==> config.mk <==
export PLATFORM = sky130hd
export DESIGN_NAME = rdb_top
export DESIGN_NICKNAME = d
export VERILOG_FILES = /design/src/verilog/rdb_pkg.sv /design/src/verilog/rdb_top.sv
export SDC_FILE = /design/constraint.sdc
export NUM_CORES = 1
export LEC_CHECK = 0
export ABC_AREA = 1
export BUFFER_PORTS_ARGS = -buffer_cell sky130_fd_sc_hd__buf_2
export CAP_MARGIN = 10
export CORE_AREA = 5 5 284 147
export DETAILED_ROUTE_END_ITERATION = 12
export DIE_AREA = 0 0 289 152
export GPL_TIMING_DRIVEN = 1
export PLACE_DENSITY = 0.83
export SYNTH_ARGS = -nofsm -noshare
export SYNTH_HDL_FRONTEND = slang
export SYNTH_SLANG_ARGS = --single-unit
==> constraint.sdc <==
create_clock -name clk_i -period 3.75 [get_ports clk_i]
set_input_delay 0.1875 -clock clk_i [delete_from_list [all_inputs] [get_ports clk_i]]
set_output_delay 0.1875 -clock clk_i [all_outputs]
set_load 0.005 [all_outputs]
==> src/verilog/rdb_pkg.sv <==
// Purpose: Shared constants and carrier types for the receiver digital back end
// Assumes: 10 MHz core clock, classic Wishbone register access
// Notes:   Register offsets are byte addresses of aligned 32-bit words
`default_nettype none
package rdb_pkg;
    localparam logic [7:0]  ADDR_MODUL     = 8'h00;
    localparam logic [7:0]  ADDR_BITRATE   = 8'h04;
    localparam logic [7:0]  ADDR_BW        = 8'h08;
    localparam logic [7:0]  ADDR_STR_THR   = 8'h0c;
    localparam logic [7:0]  ADDR_PEAK      = 8'h10;
    localparam logic [7:0]  ADDR_FLOOR     = 8'h14;
    localparam logic [7:0]  ADDR_CORR_CTL  = 8'h18;
    localparam logic [7:0]  ADDR_FERR      = 8'h1c;
    localparam logic [7:0]  ADDR_CORR_VAL  = 8'h20;
    localparam logic [7:0]  ADDR_CARRIER   = 8'h24;
    localparam logic [7:0]  ADDR_STRENGTH  = 8'h28;
    localparam logic [7:0]  ADDR_STATUS    = 8'h2c;
    // Modulation field in data_modulation_reg bits [1:0]
    localparam logic [1:0]  MOD_FSK        = 2'h0;
    localparam logic [1:0]  MOD_OOK        = 2'h1;
    // Threshold types in onoff_peak_reg bits [7:6]
    localparam logic [1:0]  THR_FIXED      = 2'h0;
    localparam logic [1:0]  THR_PEAK       = 2'h1;
    localparam logic [1:0]  THR_AVG        = 2'h2;
    localparam int          PEAK_TYPE_LSB  = 6;
    localparam int          STEP_LSB       = 3;
    // Correction control bit positions
    localparam int          CC_START       = 0;
    localparam int          CC_DONE        = 1;
    localparam int          CC_AUTO_CLR    = 2;
    localparam int          CC_AUTO        = 3;
    localparam int          CC_FEI_START   = 4;
    localparam int          CC_FEI_DONE    = 5;
    // Reset values
    localparam logic [15:0] BITRATE_RST    = 16'h1a0b;
    localparam logic [7:0]  STR_THR_RST    = 8'he4;
    localparam logic [7:0]  PEAK_RST       = 8'h40;
    localparam logic [7:0]  FLOOR_RST      = 8'h06;
    localparam logic [7:0]  BW_RST         = 8'h8b;
    localparam logic [23:0] CARRIER_RST    = 24'he4c000;
    // Weakest reading, so the receiver cannot leave its wait state on reset alone
    localparam logic [7:0]  STRENGTH_RST   = 8'hff;
    // Signal strength is -value/2 dBm: 0.5 dB per step, 6 dB is 12 steps
    localparam logic [7:0]  SIX_DB_STEPS   = 8'h0c;
    localparam int          STRENGTH_BITS  = 2;
    localparam int          FERR_BITS      = 4;
    localparam int          SYNC_LOCK_BITS = 12;

    typedef enum logic [1:0] {RDB_IDLE, RDB_WAIT, RDB_CORR, RDB_DEMOD} rdb_rx_st_t;

    typedef struct packed {
        logic       data;
        logic       dclk;
    } rdb_out_t;
endpackage : rdb_pkg
`default_nettype wire

==> src/verilog/rdb_top.sv <==
// Purpose: Receiver demodulation, bit sync, strength and frequency correction
// Assumes: One I/Q sample per clock, I and Q samples signed 8 bit
// Notes:   Carrier register is the live operating frequency; correction edits it
`default_nettype none
// Functional notes
// - In on-off mode the low IF is half the channel bandwidth, LO offset.
// - Image filter is bypassed whenever modulation select is FSK (00).
// - Strength has 0.5 dB steps; one acquisition takes two bit periods.
// - Strength value reads as 0xff until it drops below the strength threshold.
// - Vector stage yields phase and amplitude from the I/Q samples.
// - FSK decisions feed the bit synchronizer for the continuous stream.
// - On-off bit decided by strength versus one of three threshold modes.
// - Peak mode threshold is tracked peak minus six decibels.
// - On zero or no signal, peak drops one step per decay period.
// - Decaying peak stops at the floor threshold and holds.
// - Fixed mode uses the floor; average mode uses a running mean.
// - Continuous mode drives a recovered clean data clock; can be disabled.
// - Sync always on in packet mode; rate from high and low rate fields.
// - Error indicator measures over four bits, stores signed two's complement.
// - Completed correction value is subtracted from the carrier register.
// - Auto correction at receiver enable if set, else on software start bit.
// - Auto-clear set clears old correction first, else starts from it.
// - During correction the separate correction bandwidth is applied.
// - Receiver waits until strength exceeds threshold before demodulating.
module rdb_top
    import rdb_pkg::*;
#(
    parameter int SAMPLE_W = 8
) (
    // Clock and reset
    input  wire logic                clk_i,
    input  wire logic                rst_i,
    // Wishbone slave
    input  wire logic                cyc_i,
    input  wire logic                stb_i,
    input  wire logic                we_i,
    input  wire logic [7:0]          adr_i,
    input  wire logic [3:0]          sel_i,
    input  wire logic [31:0]         dat_i,
    output logic      [31:0]         dat_o,
    output logic                     ack_o,
    // Receiver control and samples
    input  wire logic                rx_enable_i,
    input  wire logic                packet_mode_i,
    input  wire logic signed [SAMPLE_W-1:0] i_sample_i,
    input  wire logic signed [SAMPLE_W-1:0] q_sample_i,
    // Front end steering
    output logic                     image_filter_on_o,
    output logic      [7:0]          lo_if_offset_o,
    output logic      [7:0]          bandwidth_sel_o,
    output logic      [23:0]         carrier_freq_o,
    // Data to processor
    output logic                     data_o,
    output logic                     data_clock_out_o,
    output logic                     receiver_ready_event_o
);
    typedef struct packed {
        logic [31:0]           rdat;
        logic                  ack;
        logic [1:0]            modulation_select;
        logic                  sync_off;
        logic [15:0]           bit_rate;
        logic [7:0]            channel_bandwidth;
        logic [7:0]            corr_bandwidth;
        logic [7:0]            signal_strength_threshold;
        logic [7:0]            onoff_peak_reg;
        logic [7:0]            floor_threshold;
        logic                  auto_correction_enable;
        logic                  auto_clear_enable;
        logic                  correction_start;
        logic                  corr_done;
        logic                  fei_start;
        logic                  fei_done;
        logic signed [15:0]    freq_error_value;
        logic signed [15:0]    freq_correction_value;
        logic [23:0]           carrier;
        logic [15:0]           bit_cnt;
        logic                  bit_tick;
        logic [7:0]            strength;
        logic [9:0]            str_acc;
        logic [1:0]            str_bits;
        logic [7:0]            peak;
        logic [7:0]            decay_cnt;
        logic [11:0]           avg;
        logic signed [SAMPLE_W-1:0] prev_phase;
        logic signed [15:0]    ferr_acc;
        logic [2:0]            ferr_bits;
        logic                  ferr_run;
        logic                  ferr_auto;
        logic                  raw_bit;
        logic                  prev_raw;
        logic [15:0]           sync_phase;
        logic [3:0]            lock_cnt;
        logic                  rx_en_q;
        rdb_rx_st_t            st;
        rdb_out_t              out;
        logic                  ready_pulse;
        logic                  img_on;
        logic [7:0]            bw_sel;
        logic [7:0]            if_off;
    } rdb_state_t;

    rdb_state_t s_q, s_d;

    logic [7:0]          mag;
    logic [7:0]          thr;
    logic signed [SAMPLE_W-1:0] phase;
    logic [7:0]          str_view;
    logic                wr;
    logic                rd;
    logic [3:0]          decay_sel;

    // Crude vector extraction: (|I|+|Q|)/2 magnitude, phase proxy is Q folded by the sign of I
    always_comb begin
        logic [SAMPLE_W-1:0] ai;
        logic [SAMPLE_W-1:0] aq;
        ai = i_sample_i[SAMPLE_W-1] ? SAMPLE_W'(-i_sample_i) : SAMPLE_W'(i_sample_i);
        aq = q_sample_i[SAMPLE_W-1] ? SAMPLE_W'(-q_sample_i) : SAMPLE_W'(q_sample_i);
        mag = 8'(({1'b0, ai} + {1'b0, aq}) >> 1);
        phase = i_sample_i[SAMPLE_W-1] ? -q_sample_i : q_sample_i;
    end

    assign wr = cyc_i && stb_i && we_i && !s_q.ack;
    assign rd = cyc_i && stb_i && !we_i && !s_q.ack;
    assign decay_sel = {1'b0, s_q.onoff_peak_reg[2:0]};
    // Strength hidden until threshold crossed; lower value is a stronger signal
    assign str_view = (s_q.strength < s_q.signal_strength_threshold) ? s_q.strength
                                                                      : 8'hff;

    // Comparison threshold by mode; strength counts up with power here
    always_comb begin
        case (s_q.onoff_peak_reg[PEAK_TYPE_LSB +: 2])
            THR_PEAK: thr = (s_q.peak > s_q.floor_threshold + SIX_DB_STEPS)
                            ? 8'(s_q.peak - SIX_DB_STEPS) : s_q.floor_threshold;
            THR_AVG:  thr = s_q.avg[11:4];
            default:  thr = s_q.floor_threshold;
        endcase
    end

    always_comb begin
        logic corr_set;
        logic fei_set;
        corr_set = 1'b0;
        fei_set = 1'b0;
        s_d = s_q;
        s_d.ack = cyc_i && stb_i && !s_q.ack;
        s_d.ready_pulse = 1'b0;
        s_d.rx_en_q = rx_enable_i;
        // Bit period tick from the concatenated rate fields
        s_d.bit_tick = 1'b0;
        if (s_q.bit_cnt >= s_q.bit_rate - 16'h0001) begin
            s_d.bit_cnt = 16'h0000;
            s_d.bit_tick = 1'b1;
        end else begin
            s_d.bit_cnt = 16'(s_q.bit_cnt + 16'h0001);
        end
        // Strength: running mean of magnitude, taken once every two bit periods, shown as 0.5 dB steps
        s_d.str_acc = 10'(s_q.str_acc + {2'h0, mag} - {2'h0, s_q.str_acc[9:2]});
        if (s_q.bit_tick) begin
            s_d.str_bits = 2'(s_q.str_bits + 2'h1);
            if (s_q.str_bits == 2'(STRENGTH_BITS - 1)) begin
                s_d.strength = 8'hff - s_q.str_acc[9:2];
                s_d.str_bits = 2'h0;
            end
        end
        s_d.avg = 12'(s_q.avg + {4'h0, mag} - {4'h0, s_q.avg[11:4]});
        // Peak tracking with stepwise decay held at the floor
        if (mag > s_q.peak) begin
            s_d.peak = mag;
            s_d.decay_cnt = 8'h00;
        end else if (s_q.decay_cnt >= 8'(8'h01 << decay_sel)) begin
            s_d.decay_cnt = 8'h00;
            if (s_q.peak > s_q.floor_threshold + {5'h0, s_q.onoff_peak_reg[5:3]})
                s_d.peak = 8'(s_q.peak - {5'h0, s_q.onoff_peak_reg[5:3]} - 8'h01);
            else
                s_d.peak = s_q.floor_threshold;
        end else begin
            s_d.decay_cnt = 8'(s_q.decay_cnt + 8'h01);
        end
        // Demodulation decision
        if (s_q.modulation_select == MOD_FSK)
            s_d.raw_bit = (phase - s_q.prev_phase) >= 0;
        else
            s_d.raw_bit = mag > thr;
        s_d.prev_phase = phase;
        s_d.prev_raw = s_q.raw_bit;
        // Bit synchronizer: realign mid-bit on every transition
        if (s_q.raw_bit != s_q.prev_raw) begin
            s_d.sync_phase = 16'(s_q.bit_rate >> 1);
            if (s_q.lock_cnt != 4'(SYNC_LOCK_BITS)) s_d.lock_cnt = 4'(s_q.lock_cnt + 4'h1);
        end else if (s_q.sync_phase == 16'h0000) begin
            s_d.sync_phase = 16'(s_q.bit_rate - 16'h0001);
        end else begin
            s_d.sync_phase = 16'(s_q.sync_phase - 16'h0001);
        end
        if (s_q.st != RDB_DEMOD) begin
            s_d.out = '0;
        end else if (!s_q.sync_off || packet_mode_i) begin
            if (s_q.sync_phase == 16'h0000) s_d.out.data = s_q.raw_bit;
            s_d.out.dclk = s_q.sync_phase < 16'(s_q.bit_rate >> 1);
        end else begin
            s_d.out.data = s_q.raw_bit;
            s_d.out.dclk = 1'b0;
        end
        // Frequency error over four bit periods
        if (s_q.ferr_run) begin
            s_d.ferr_acc = 16'(s_q.ferr_acc + 16'(phase - s_q.prev_phase));
            if (s_q.bit_tick) begin
                s_d.ferr_bits = 3'(s_q.ferr_bits + 3'h1);
                if (s_q.ferr_bits == 3'(FERR_BITS - 1)) begin
                    s_d.ferr_run = 1'b0;
                    s_d.freq_error_value = s_q.ferr_acc;
                    s_d.fei_start = 1'b0;
                    s_d.fei_done = 1'b1;
                    fei_set = 1'b1;
                    if (s_q.st == RDB_CORR) begin
                        s_d.freq_correction_value = 16'(s_q.freq_correction_value + s_q.ferr_acc);
                        s_d.carrier = 24'(s_q.carrier - {{8{s_q.ferr_acc[15]}}, s_q.ferr_acc});
                        s_d.st = RDB_DEMOD;
                        s_d.ready_pulse = 1'b1;
                        if (!s_q.ferr_auto) begin
                            s_d.correction_start = 1'b0;
                            s_d.corr_done = 1'b1;
                            corr_set = 1'b1;
                        end
                    end
                end
            end
        end
        // Receiver sequence
        case (s_q.st)
            RDB_IDLE: if (rx_enable_i && !s_q.rx_en_q) s_d.st = RDB_WAIT;
            RDB_WAIT: if (s_q.strength < s_q.signal_strength_threshold) begin
                if (s_q.auto_correction_enable) begin
                    s_d.st = RDB_CORR;
                    s_d.ferr_auto = 1'b1;
                    s_d.ferr_run = 1'b1;
                    s_d.ferr_acc = '0;
                    s_d.ferr_bits = '0;
                    if (s_q.auto_clear_enable) begin
                        s_d.carrier = 24'(s_q.carrier +
                            {{8{s_q.freq_correction_value[15]}}, s_q.freq_correction_value});
                        s_d.freq_correction_value = '0;
                    end
                end else begin
                    s_d.st = RDB_DEMOD;
                    s_d.ready_pulse = 1'b1;
                    s_d.lock_cnt = '0;
                end
            end
            RDB_CORR, RDB_DEMOD: begin
                if (s_q.correction_start && !s_q.ferr_run && !s_q.auto_correction_enable) begin
                    s_d.st = RDB_CORR;
                    s_d.ferr_auto = 1'b0;
                    s_d.ferr_run = 1'b1;
                    s_d.ferr_acc = '0;
                    s_d.ferr_bits = '0;
                end
            end
            default: s_d.st = RDB_IDLE;
        endcase
        if (!rx_enable_i) begin
            s_d.st = RDB_IDLE;
            s_d.ferr_run = 1'b0;
        end
        if (s_q.fei_start && !s_q.ferr_run && s_q.st == RDB_DEMOD) begin
            s_d.ferr_auto = 1'b1;
            s_d.ferr_run = 1'b1;
            s_d.ferr_acc = '0;
            s_d.ferr_bits = '0;
        end
        // Front end steering
        s_d.img_on = s_q.modulation_select != MOD_FSK;
        s_d.if_off = (s_q.modulation_select == MOD_OOK) ? 8'(s_q.channel_bandwidth >> 1)
                                                         : 8'h00;
        s_d.bw_sel = (s_q.st == RDB_CORR || s_q.st == RDB_WAIT && s_q.auto_correction_enable)
                     ? s_q.corr_bandwidth : s_q.channel_bandwidth;
        // Register writes; hardware set of done flags wins over software clear
        if (wr && sel_i[0]) begin
            case (adr_i)
                ADDR_MODUL:    begin
                    s_d.modulation_select = dat_i[1:0];
                    s_d.sync_off = dat_i[2];
                end
                ADDR_BITRATE:  s_d.bit_rate = dat_i[15:0];
                ADDR_BW:       begin
                    s_d.channel_bandwidth = dat_i[7:0];
                    s_d.corr_bandwidth = dat_i[15:8];
                end
                ADDR_STR_THR:  s_d.signal_strength_threshold = dat_i[7:0];
                ADDR_PEAK:     s_d.onoff_peak_reg = dat_i[7:0];
                ADDR_FLOOR:    s_d.floor_threshold = dat_i[7:0];
                ADDR_CORR_CTL: begin
                    // A finishing run has already cleared its start bit; do not revive it
                    s_d.correction_start = dat_i[CC_START] | s_d.correction_start;
                    s_d.auto_clear_enable = dat_i[CC_AUTO_CLR];
                    s_d.auto_correction_enable = dat_i[CC_AUTO];
                    s_d.fei_start = dat_i[CC_FEI_START] | s_d.fei_start;
                    if (dat_i[CC_DONE] && !corr_set) s_d.corr_done = 1'b0;
                    if (dat_i[CC_FEI_DONE] && !fei_set) s_d.fei_done = 1'b0;
                end
                ADDR_CARRIER:  s_d.carrier = dat_i[23:0];
                default: ;
            endcase
        end
        s_d.rdat = 32'h0;
        if (rd) begin
            case (adr_i)
                ADDR_MODUL:    s_d.rdat = {29'h0, s_q.sync_off, s_q.modulation_select};
                ADDR_BITRATE:  s_d.rdat = {16'h0, s_q.bit_rate};
                ADDR_BW:       s_d.rdat = {16'h0, s_q.corr_bandwidth, s_q.channel_bandwidth};
                ADDR_STR_THR:  s_d.rdat = {24'h0, s_q.signal_strength_threshold};
                ADDR_PEAK:     s_d.rdat = {24'h0, s_q.onoff_peak_reg};
                ADDR_FLOOR:    s_d.rdat = {24'h0, s_q.floor_threshold};
                ADDR_CORR_CTL: s_d.rdat = {26'h0, s_q.fei_done, s_q.fei_start,
                    s_q.auto_correction_enable, s_q.auto_clear_enable,
                    s_q.corr_done, s_q.correction_start};
                ADDR_FERR:     s_d.rdat = {16'h0, s_q.freq_error_value};
                ADDR_CORR_VAL: s_d.rdat = {16'h0, s_q.freq_correction_value};
                ADDR_CARRIER:  s_d.rdat = {8'h0, s_q.carrier};
                ADDR_STRENGTH: s_d.rdat = {24'h0, str_view};
                ADDR_STATUS:   s_d.rdat = {26'h0, s_q.lock_cnt == 4'(SYNC_LOCK_BITS),
                    s_q.ferr_run, 2'h0, 2'(s_q.st)};
                default:       s_d.rdat = 32'h0;
            endcase
        end
    end

    always_ff @(posedge clk_i) begin
        if (rst_i) begin
            s_q <= '0;
            s_q.bit_rate <= BITRATE_RST;
            s_q.signal_strength_threshold <= STR_THR_RST;
            s_q.onoff_peak_reg <= PEAK_RST;
            s_q.floor_threshold <= FLOOR_RST;
            s_q.channel_bandwidth <= BW_RST;
            s_q.corr_bandwidth <= BW_RST;
            s_q.carrier <= CARRIER_RST;
            s_q.strength <= STRENGTH_RST;
            s_q.st <= RDB_IDLE;
        end else begin
            s_q <= s_d;
        end
    end

    assign dat_o = s_q.rdat;
    assign ack_o = s_q.ack;
    assign image_filter_on_o = s_q.img_on;
    assign lo_if_offset_o = s_q.if_off;
    assign bandwidth_sel_o = s_q.bw_sel;
    assign carrier_freq_o = s_q.carrier;
    assign data_o = s_q.out.data;
    assign data_clock_out_o = s_q.out.dclk;
    assign receiver_ready_event_o = s_q.ready_pulse;

    a_fsk_bypass: assert property (@(posedge clk_i) disable iff (rst_i)
        s_q.modulation_select == MOD_FSK |=> !image_filter_on_o)
        else $error("image filter not bypassed in FSK");
    a_wait_hold: assert property (@(posedge clk_i) disable iff (rst_i)
        s_q.st == RDB_WAIT && s_q.strength >= s_q.signal_strength_threshold && rx_enable_i
        |=> s_q.st == RDB_WAIT)
        else $error("left wait below strength threshold");
    a_peak_floor: assert property (@(posedge clk_i) disable iff (rst_i)
        s_q.peak >= s_q.floor_threshold && mag <= s_q.peak |=> s_q.peak >= $past(s_q.floor_threshold))
        else $error("peak fell below floor");
    a_fixed_thr: assert property (@(posedge clk_i) disable iff (rst_i)
        s_q.onoff_peak_reg[7:6] == THR_FIXED |-> thr == s_q.floor_threshold)
        else $error("fixed threshold wrong");
    a_str_hidden: assert property (@(posedge clk_i) disable iff (rst_i)
        rd && adr_i == ADDR_STRENGTH && s_q.strength >= s_q.signal_strength_threshold
        |=> dat_o == 32'h000000ff)
        else $error("strength readable below threshold");
    a_corr_sub: assert property (@(posedge clk_i) disable iff (rst_i)
        s_q.ready_pulse && $past(s_q.st) == RDB_CORR && !$past(wr)
        |-> carrier_freq_o == 24'($past(s_q.carrier) - {{8{$past(s_q.ferr_acc[15])}}, $past(s_q.ferr_acc)}))
        else $error("carrier not corrected");
    a_ook_if: assert property (@(posedge clk_i) disable iff (rst_i)
        s_q.modulation_select == MOD_OOK |=> lo_if_offset_o == 8'($past(s_q.channel_bandwidth) >> 1))
        else $error("IF offset wrong");
    a_corr_bw: assert property (@(posedge clk_i) disable iff (rst_i)
        s_q.st == RDB_CORR |=> bandwidth_sel_o == $past(s_q.corr_bandwidth))
        else $error("correction bandwidth not applied");
    c_demod: cover property (@(posedge clk_i) s_q.st == RDB_DEMOD);
    c_corr: cover property (@(posedge clk_i) s_q.st == RDB_CORR ##1 s_q.st == RDB_DEMOD);
    c_lock: cover property (@(posedge clk_i) s_q.lock_cnt == 4'(SYNC_LOCK_BITS));
endmodule : rdb_top
`default_nettype wire
Word level (Yosys, flattened, before mapping)
Cells that the tools add are included.
{"block": "op_classes", "order_cmp": 9, "bitwise_logic": 6, "shift": 1, "muxes": 73, "add_sub_neg": 26, "n_eq_ne": 27, "reduce_logical": 52}
{"cell": "$pmux 24 s12", "n": 1}
{"cell": "$mux 40", "n": 5}
{"cell": "$mux 60", "n": 3}
{"cell": "$mux 8", "n": 9}
{"cell": "$mux 21", "n": 3}
{"cell": "$mux 24", "n": 2}
{"cell": "$pmux 21 s2", "n": 1}
{"cell": "$eq 8x5->1 const B", "n": 4}
{"cell": "$eq 8x6->1 const B", "n": 4}
{"cell": "$gt 8x8->1", "n": 4}
{"cell": "$mux 16", "n": 2}
{"cell": "$mux 4", "n": 8}
{"cell": "$sub 16x1->16 const B", "n": 2}
{"cell": "$add 24x24->24", "n": 1}
{"cell": "$mux 2", "n": 12}
{"cell": "$sub 24x24->24", "n": 1}
{"cell": "$mux 1", "n": 23}
{"cell": "$mux 20", "n": 1}
{"cell": "$sub 8x8->9", "n": 2}
{"cell": "$add 16x1->16 const B", "n": 1}
{"cell": "$add 16x16->16", "n": 1}
{"cell": "$add 16x9->16", "n": 1}
{"cell": "$eq 8x4->1 const B", "n": 2}
{"cell": "$ge 16x16->1", "n": 1}
{"cell": "other kinds (48)", "n": 100}
{"block": "word_totals", "input_bits": 67, "reg_bits": 293}

Depth between registers and ports, before layout
{"block": "depth", "word_depth": 11, "ltp_mapped": 27}

Worst setup path after synthesis
Ideal clock, no wire load.
{"block": "synth_path", "path_type": "input -> register", "start": "input port q_sample_i[0]", "end": "register s_q[84] (netlist name)", "arrival_time_ns": 3.490, "path_slack_ns": 0.142, "stages": 24, "required_time_ns": 3.632, "setup_ns": 0.118, "cell_sequence": "inv_1 -> ha_1 -> inv_1 -> nor2_1 -> nor2_1 -> nand2_1 -> o21ai_0 -> ha_1 -> nand3_1 -> nand2_1 -> xor2_1 -> inv_1 -> fa_1 -> inv_1 -> ha_1 -> nand3_1 -> nand2_1 -> a21oi_1 -> o21ai_0 -> nand2_1 -> a21boi_0 -> o21ai_0 -> nand2_1 -> nor2_1"}
{"block": "synth_via", "elab_chain_len": 5}
{"item": "from (decl)", "line_no": "rdb_top.sv:46", "source": "input wire logic signed [SAMPLE_W-1:0] q_sample_i,"}
{"item": "$neg 8->8", "line_no": "rdb_top.sv:118", "source": "aq = q_sample_i[SAMPLE_W-1] ? SAMPLE_W'(-q_sample_i) : SAMPLE_W'(q_sample_i);"}
{"item": "$mux 8 *", "line_no": "rdb_top.sv:118"}
{"item": "$add 8x8->9 *", "line_no": "rdb_top.sv:119", "source": "mag = 8'(({1'b0, ai} + {1'b0, aq}) >> 1);"}
{"item": "$add 12x8->12 *", "line_no": "rdb_top.sv:166", "source": "s_d.avg = 12'(s_q.avg + {4'h0, mag} - {4'h0, s_q.avg[11:4]});"}
{"item": "$sub 12x8->12 *", "line_no": "rdb_top.sv:166"}
{"item": "to (decl)", "line_no": "rdb_top.sv:103", "source": "rdb_state_t s_q, s_d;"}
Every way passes the cells marked *; elsewhere a longest branch is shown, timed or not.
A chain may end at the register's enable or synchronous reset.

Worst setup path after layout
{"block": "layout_path", "start": "input port i_sample_i[7]", "end": "register s_q[112] (netlist name)"}
{"block": "layout_via", "elab_chain_len": 5}
{"item": "from (decl)", "line_no": "rdb_top.sv:45", "source": "input wire logic signed [SAMPLE_W-1:0] i_sample_i,"}
{"item": "$neg 8->8", "line_no": "rdb_top.sv:117", "source": "ai = i_sample_i[SAMPLE_W-1] ? SAMPLE_W'(-i_sample_i) : SAMPLE_W'(i_sample_i);"}
{"item": "$mux 8 *", "line_no": "rdb_top.sv:117"}
{"item": "$add 8x8->9 *", "line_no": "rdb_top.sv:119"}
{"item": "$add 10x8->10 *", "line_no": "rdb_top.sv:158", "source": "s_d.str_acc = 10'(s_q.str_acc + {2'h0, mag} - {2'h0, s_q.str_acc[9:2]});"}
{"item": "$sub 10x8->10 *", "line_no": "rdb_top.sv:158"}
Marks and branches as above.

==> reports/qor.yml <==
synth:
  avgSynthCellArea_um2: 6.887
  yosys-top-cells-area: "dfxtp_1 26%, ha_1 12%, nand2_1 11%, inv_1 7.5%, a21oi_1 7.0%"
  synth.distinct_cells: 61
  synth_seq_cells: 284
  synth_top_flop_cell: "dfxtp_1"
  ys_warn_count: 0
  netlist_area_um2: 21620
  yosys.area.top_type_share_pct: 26.30
  yosys.area.top_type: "dfxtp_1"
  synthArstFlopShare_pct: 0
  synthCells: 3139
  ys_seq_area_share_pct: 26.30
  synth-edff-count: 0
setup_path:
  cp_max_fo: 9
  crit_family: "adder cells"
  cp_slowest_stage_delay_ns: 0.53
  critical_path_class: "primary input to register"
  path_cells: "dlygate4sd3_1, buf_4, buf_4, nand2_1, o21ai_0, ha_1, nand2_1, o31ai_1, xor2_1, inv_1, buf_4, fa_1, ha_1, nand2_1, nand2_1, a21oi_2, nor2_1, o21ai_1, nand3_1, nand2_1, nor2_1"
  start_kind: "primary input"
  crit_arrival_ns: 4.00
  crit_slowest_cell: "dlygate4sd3_1"
  cp-end-kind: "register"
  critical_path_buf_inv_count: 5
  cp.required_ns: 4.22
  cpMostUsedCell: "nand2_1"
clock_tree:
  clock-sinks: 284
  cts_max_path_buffers: 3
  clock_latency_ns: 0.59
  cts-root-buf: "clkbuf_16"
  h-tree-depth: 1
  cts_made_buffers: 28
  tritoncts: "built"
  clk_pin_slew_ns: 0.07
layout:
  drive_above_1_share_pct: 10.83
  fillCellCount: 3656
  fin_nets: 3617
  syn_to_final_growth_pct: 12.85
  layout_common_cells: "629 x nand2_1, 431 x inv_1, 297 x a21oi_1"
  layout_commonest_cell: "nand2_1"
drt:
  drt.antenna.violating_nets: 0
  drtIter0Drc: 3114
  drt-pass1-iter-count: 9
  vias: 22590
  finalWirelength_mm: 79.90
  drc_errors: 0
  wl_per_cell_um: 20.66
  avgViaCountPerCell: 5.841
placed_design:
  port_buffers: 123
  dp_slack_ns: -0.2879
  gp_congestion: 1.097
  hpwl_mm: 63.23
grt:
  grt_max_degree: 59
  grt_pass1_wl_mm: 118.5
  grt_usage_pct: 34.54
  globalRouteOverflowTotal: 0
  grt_pass1_vias: 19650
  antenna_found_initial: 1
floorplan:
  die_x_um: 289
  ios: 144
  start_util_pct: 54.83
  die_h_um: 152
  std_cell_rows: 52
  dieArea_um2: 43930
  core_um2: 39430
sta:
  tightestPinTransition_ns: 1.202
  setup_ws_ns: 0.2165
  finalMaxSlewViolations: 0
  hold_viol: 0
  relSlewSlack_pct: 19.50
  fin_crit_sh_pct: 94.23
  finalCriticalPeriod_ns: 3.533
  skew_ns: 0.02396
  fmax_ghz: 0.2830
  fin_setup_tns_ns: 0
  setup_violations: 0
power_and_ir_drop:
  ir_worst_vdd_v: 0.0007786
  power-per-cell-area_nw_per_um2: 521.2
  p_leak_nw: 11.61
run_status:
  outcome: "completed"
min_path:
  min_path_type: "primary input to register"
flow_run:
  cap_viol_max_count: 0
==> cell usage after synthesis (3+ instances only) <==
cell type and n:
nand2_1 629, inv_1 432, a21oi_1 302, dfxtp_1 284
o21ai_0 247, nor2_1 241, ha_1 211, nand3_1 196
buf_4 76, xor2_1 68, nor3_1 43, fa_1 37
o211ai_1 37, clkbuf_1 35, nand4_1 35, xnor2_1 31
buf_2 23, o21bai_1 20, o22ai_1 17, a31oi_1 15
a211oi_1 12, nand3b_1 12, or2_2 9, a21o_1 8
a221oi_1 8, clkinv_1 8, inv_2 7, nor2_4 7
o21a_1 7, buf_1 6, nor3_2 6, nor3b_1 6
o2111ai_1 6, nand2_2 5, nor2_2 5, a22oi_1 4
a41oi_1 4, o21ai_1 4, a21boi_0 3, nand3_2 3
nor4_1 3, o31ai_1 3, or2_0 3
==> area by class of cell <==
class | count | area, um^2 | share of cell area [%]
diodes | 3 | 7.507 | 0.03077
clock buffers | 33 | 729.5 | 2.990
clock inverters | 19 | 262.8 | 1.077
inverters | 447 | 1680 | 6.888
multi-input cells | 2274 | 13560 | 55.56
flip-flops and latches | 284 | 5687 | 23.31
well taps | 540 | 675.6 | 2.770
repair buffers | 267 | 1798 | 7.370
==> kinds of logic after synthesis <==
group,after synthesis,share of synthesized area [%]
flip-flops,284,26.30
adder cells (fa/ha/maj),248,15.64
buffers and inverters,589,11.72
AND/OR/NAND/NOR,1209,24.08
other,1,0.01735
XOR/XNOR,99,4.011
multiplexers,1,0.04630
AO/OA/AOI/OAI,708,18.19
==> per-stage QoR <==
stage | instances | instance area [um^2] | power [mW] | hold slack, ns | util (%)
final | 3867 | 24400 | 12.72 | 0.03360 | 61.87
after global routing | 3865 | 24390 | 13.61 | 0.04448 | 61.86
after CTS | 3862 | 24240 | 12.26 | 0.003299 | 61.48
after detailed placement | 3782 | 22970 | 9.105 | 0.4356 | 58.25
after global placement | 3782 | 22970 | 8.978 | 0.4252 | 58.25
after floorplan | 3147 | 21650 | 7.168 | 0.2760 | -
==> path summary, 6_finish.rpt <==
| kind | depth (start not counted) | slack [ns] | start | end |
|---|---|---|---|---|
| max reg2reg | 20 | 0.25 | s_q[204] | s_d[43] |
| max | 21 | 0.22 | i_sample_i[7] | s_q[112] |
| min | 4 | 0.03 | q_sample_i[1] | s_q[67] |
| min reg2reg | 2 | 0.45 | s_q[103] | s_q[103] |
==> repair_timing <==
| action | in CTS | in global routing |
|---|---|---|
| hold endpoints to repair | 45 | 0 |
| resized for setup | 0 | 37 |
| setup buffers | 0 | 2 |
| hold buffers | 28 | 0 |
| setup endpoints to repair | 0 | 27 |
==> tightest hold or removal path, cell delays in order <==
cell and delay, ns:
buf_2 0.11, buf_4 0.12, nand2_1 0.07, a21oi_1 0.06
==> where the power goes <==
part           switching (mW)  total, mW  internal [mW]  leakage, nW
clock                    1.36       3.12           1.76        0.482
combinational            3.47       6.04           2.57         8.83
sequential              0.289       3.55           3.26         2.31
total                    5.13       12.7           7.59         11.6
==> state kept, by name, indices dropped and copies added, names as in the netlist <==
signal and count:
image_filter_on_o 1, lo_if_offset_o 7, data_o 1, receiver_ready_event_o 1
ack_o 1, dat_o 24, s_q 212, data_clock_out_o 1
carrier_freq_o 24, decay_sel 3, s_d 1, bandwidth_sel_o 8
==> layer usage <==
layer,GRT usage [%],share of wire (%),up-vias
met5,0,0,-
met4,5.411,1.8,0
met3,18.37,19,122
met2,39.58,33,1473
met1,55.21,46,10290
li1,-,-,10700
(Power assumes the default switching activity.)
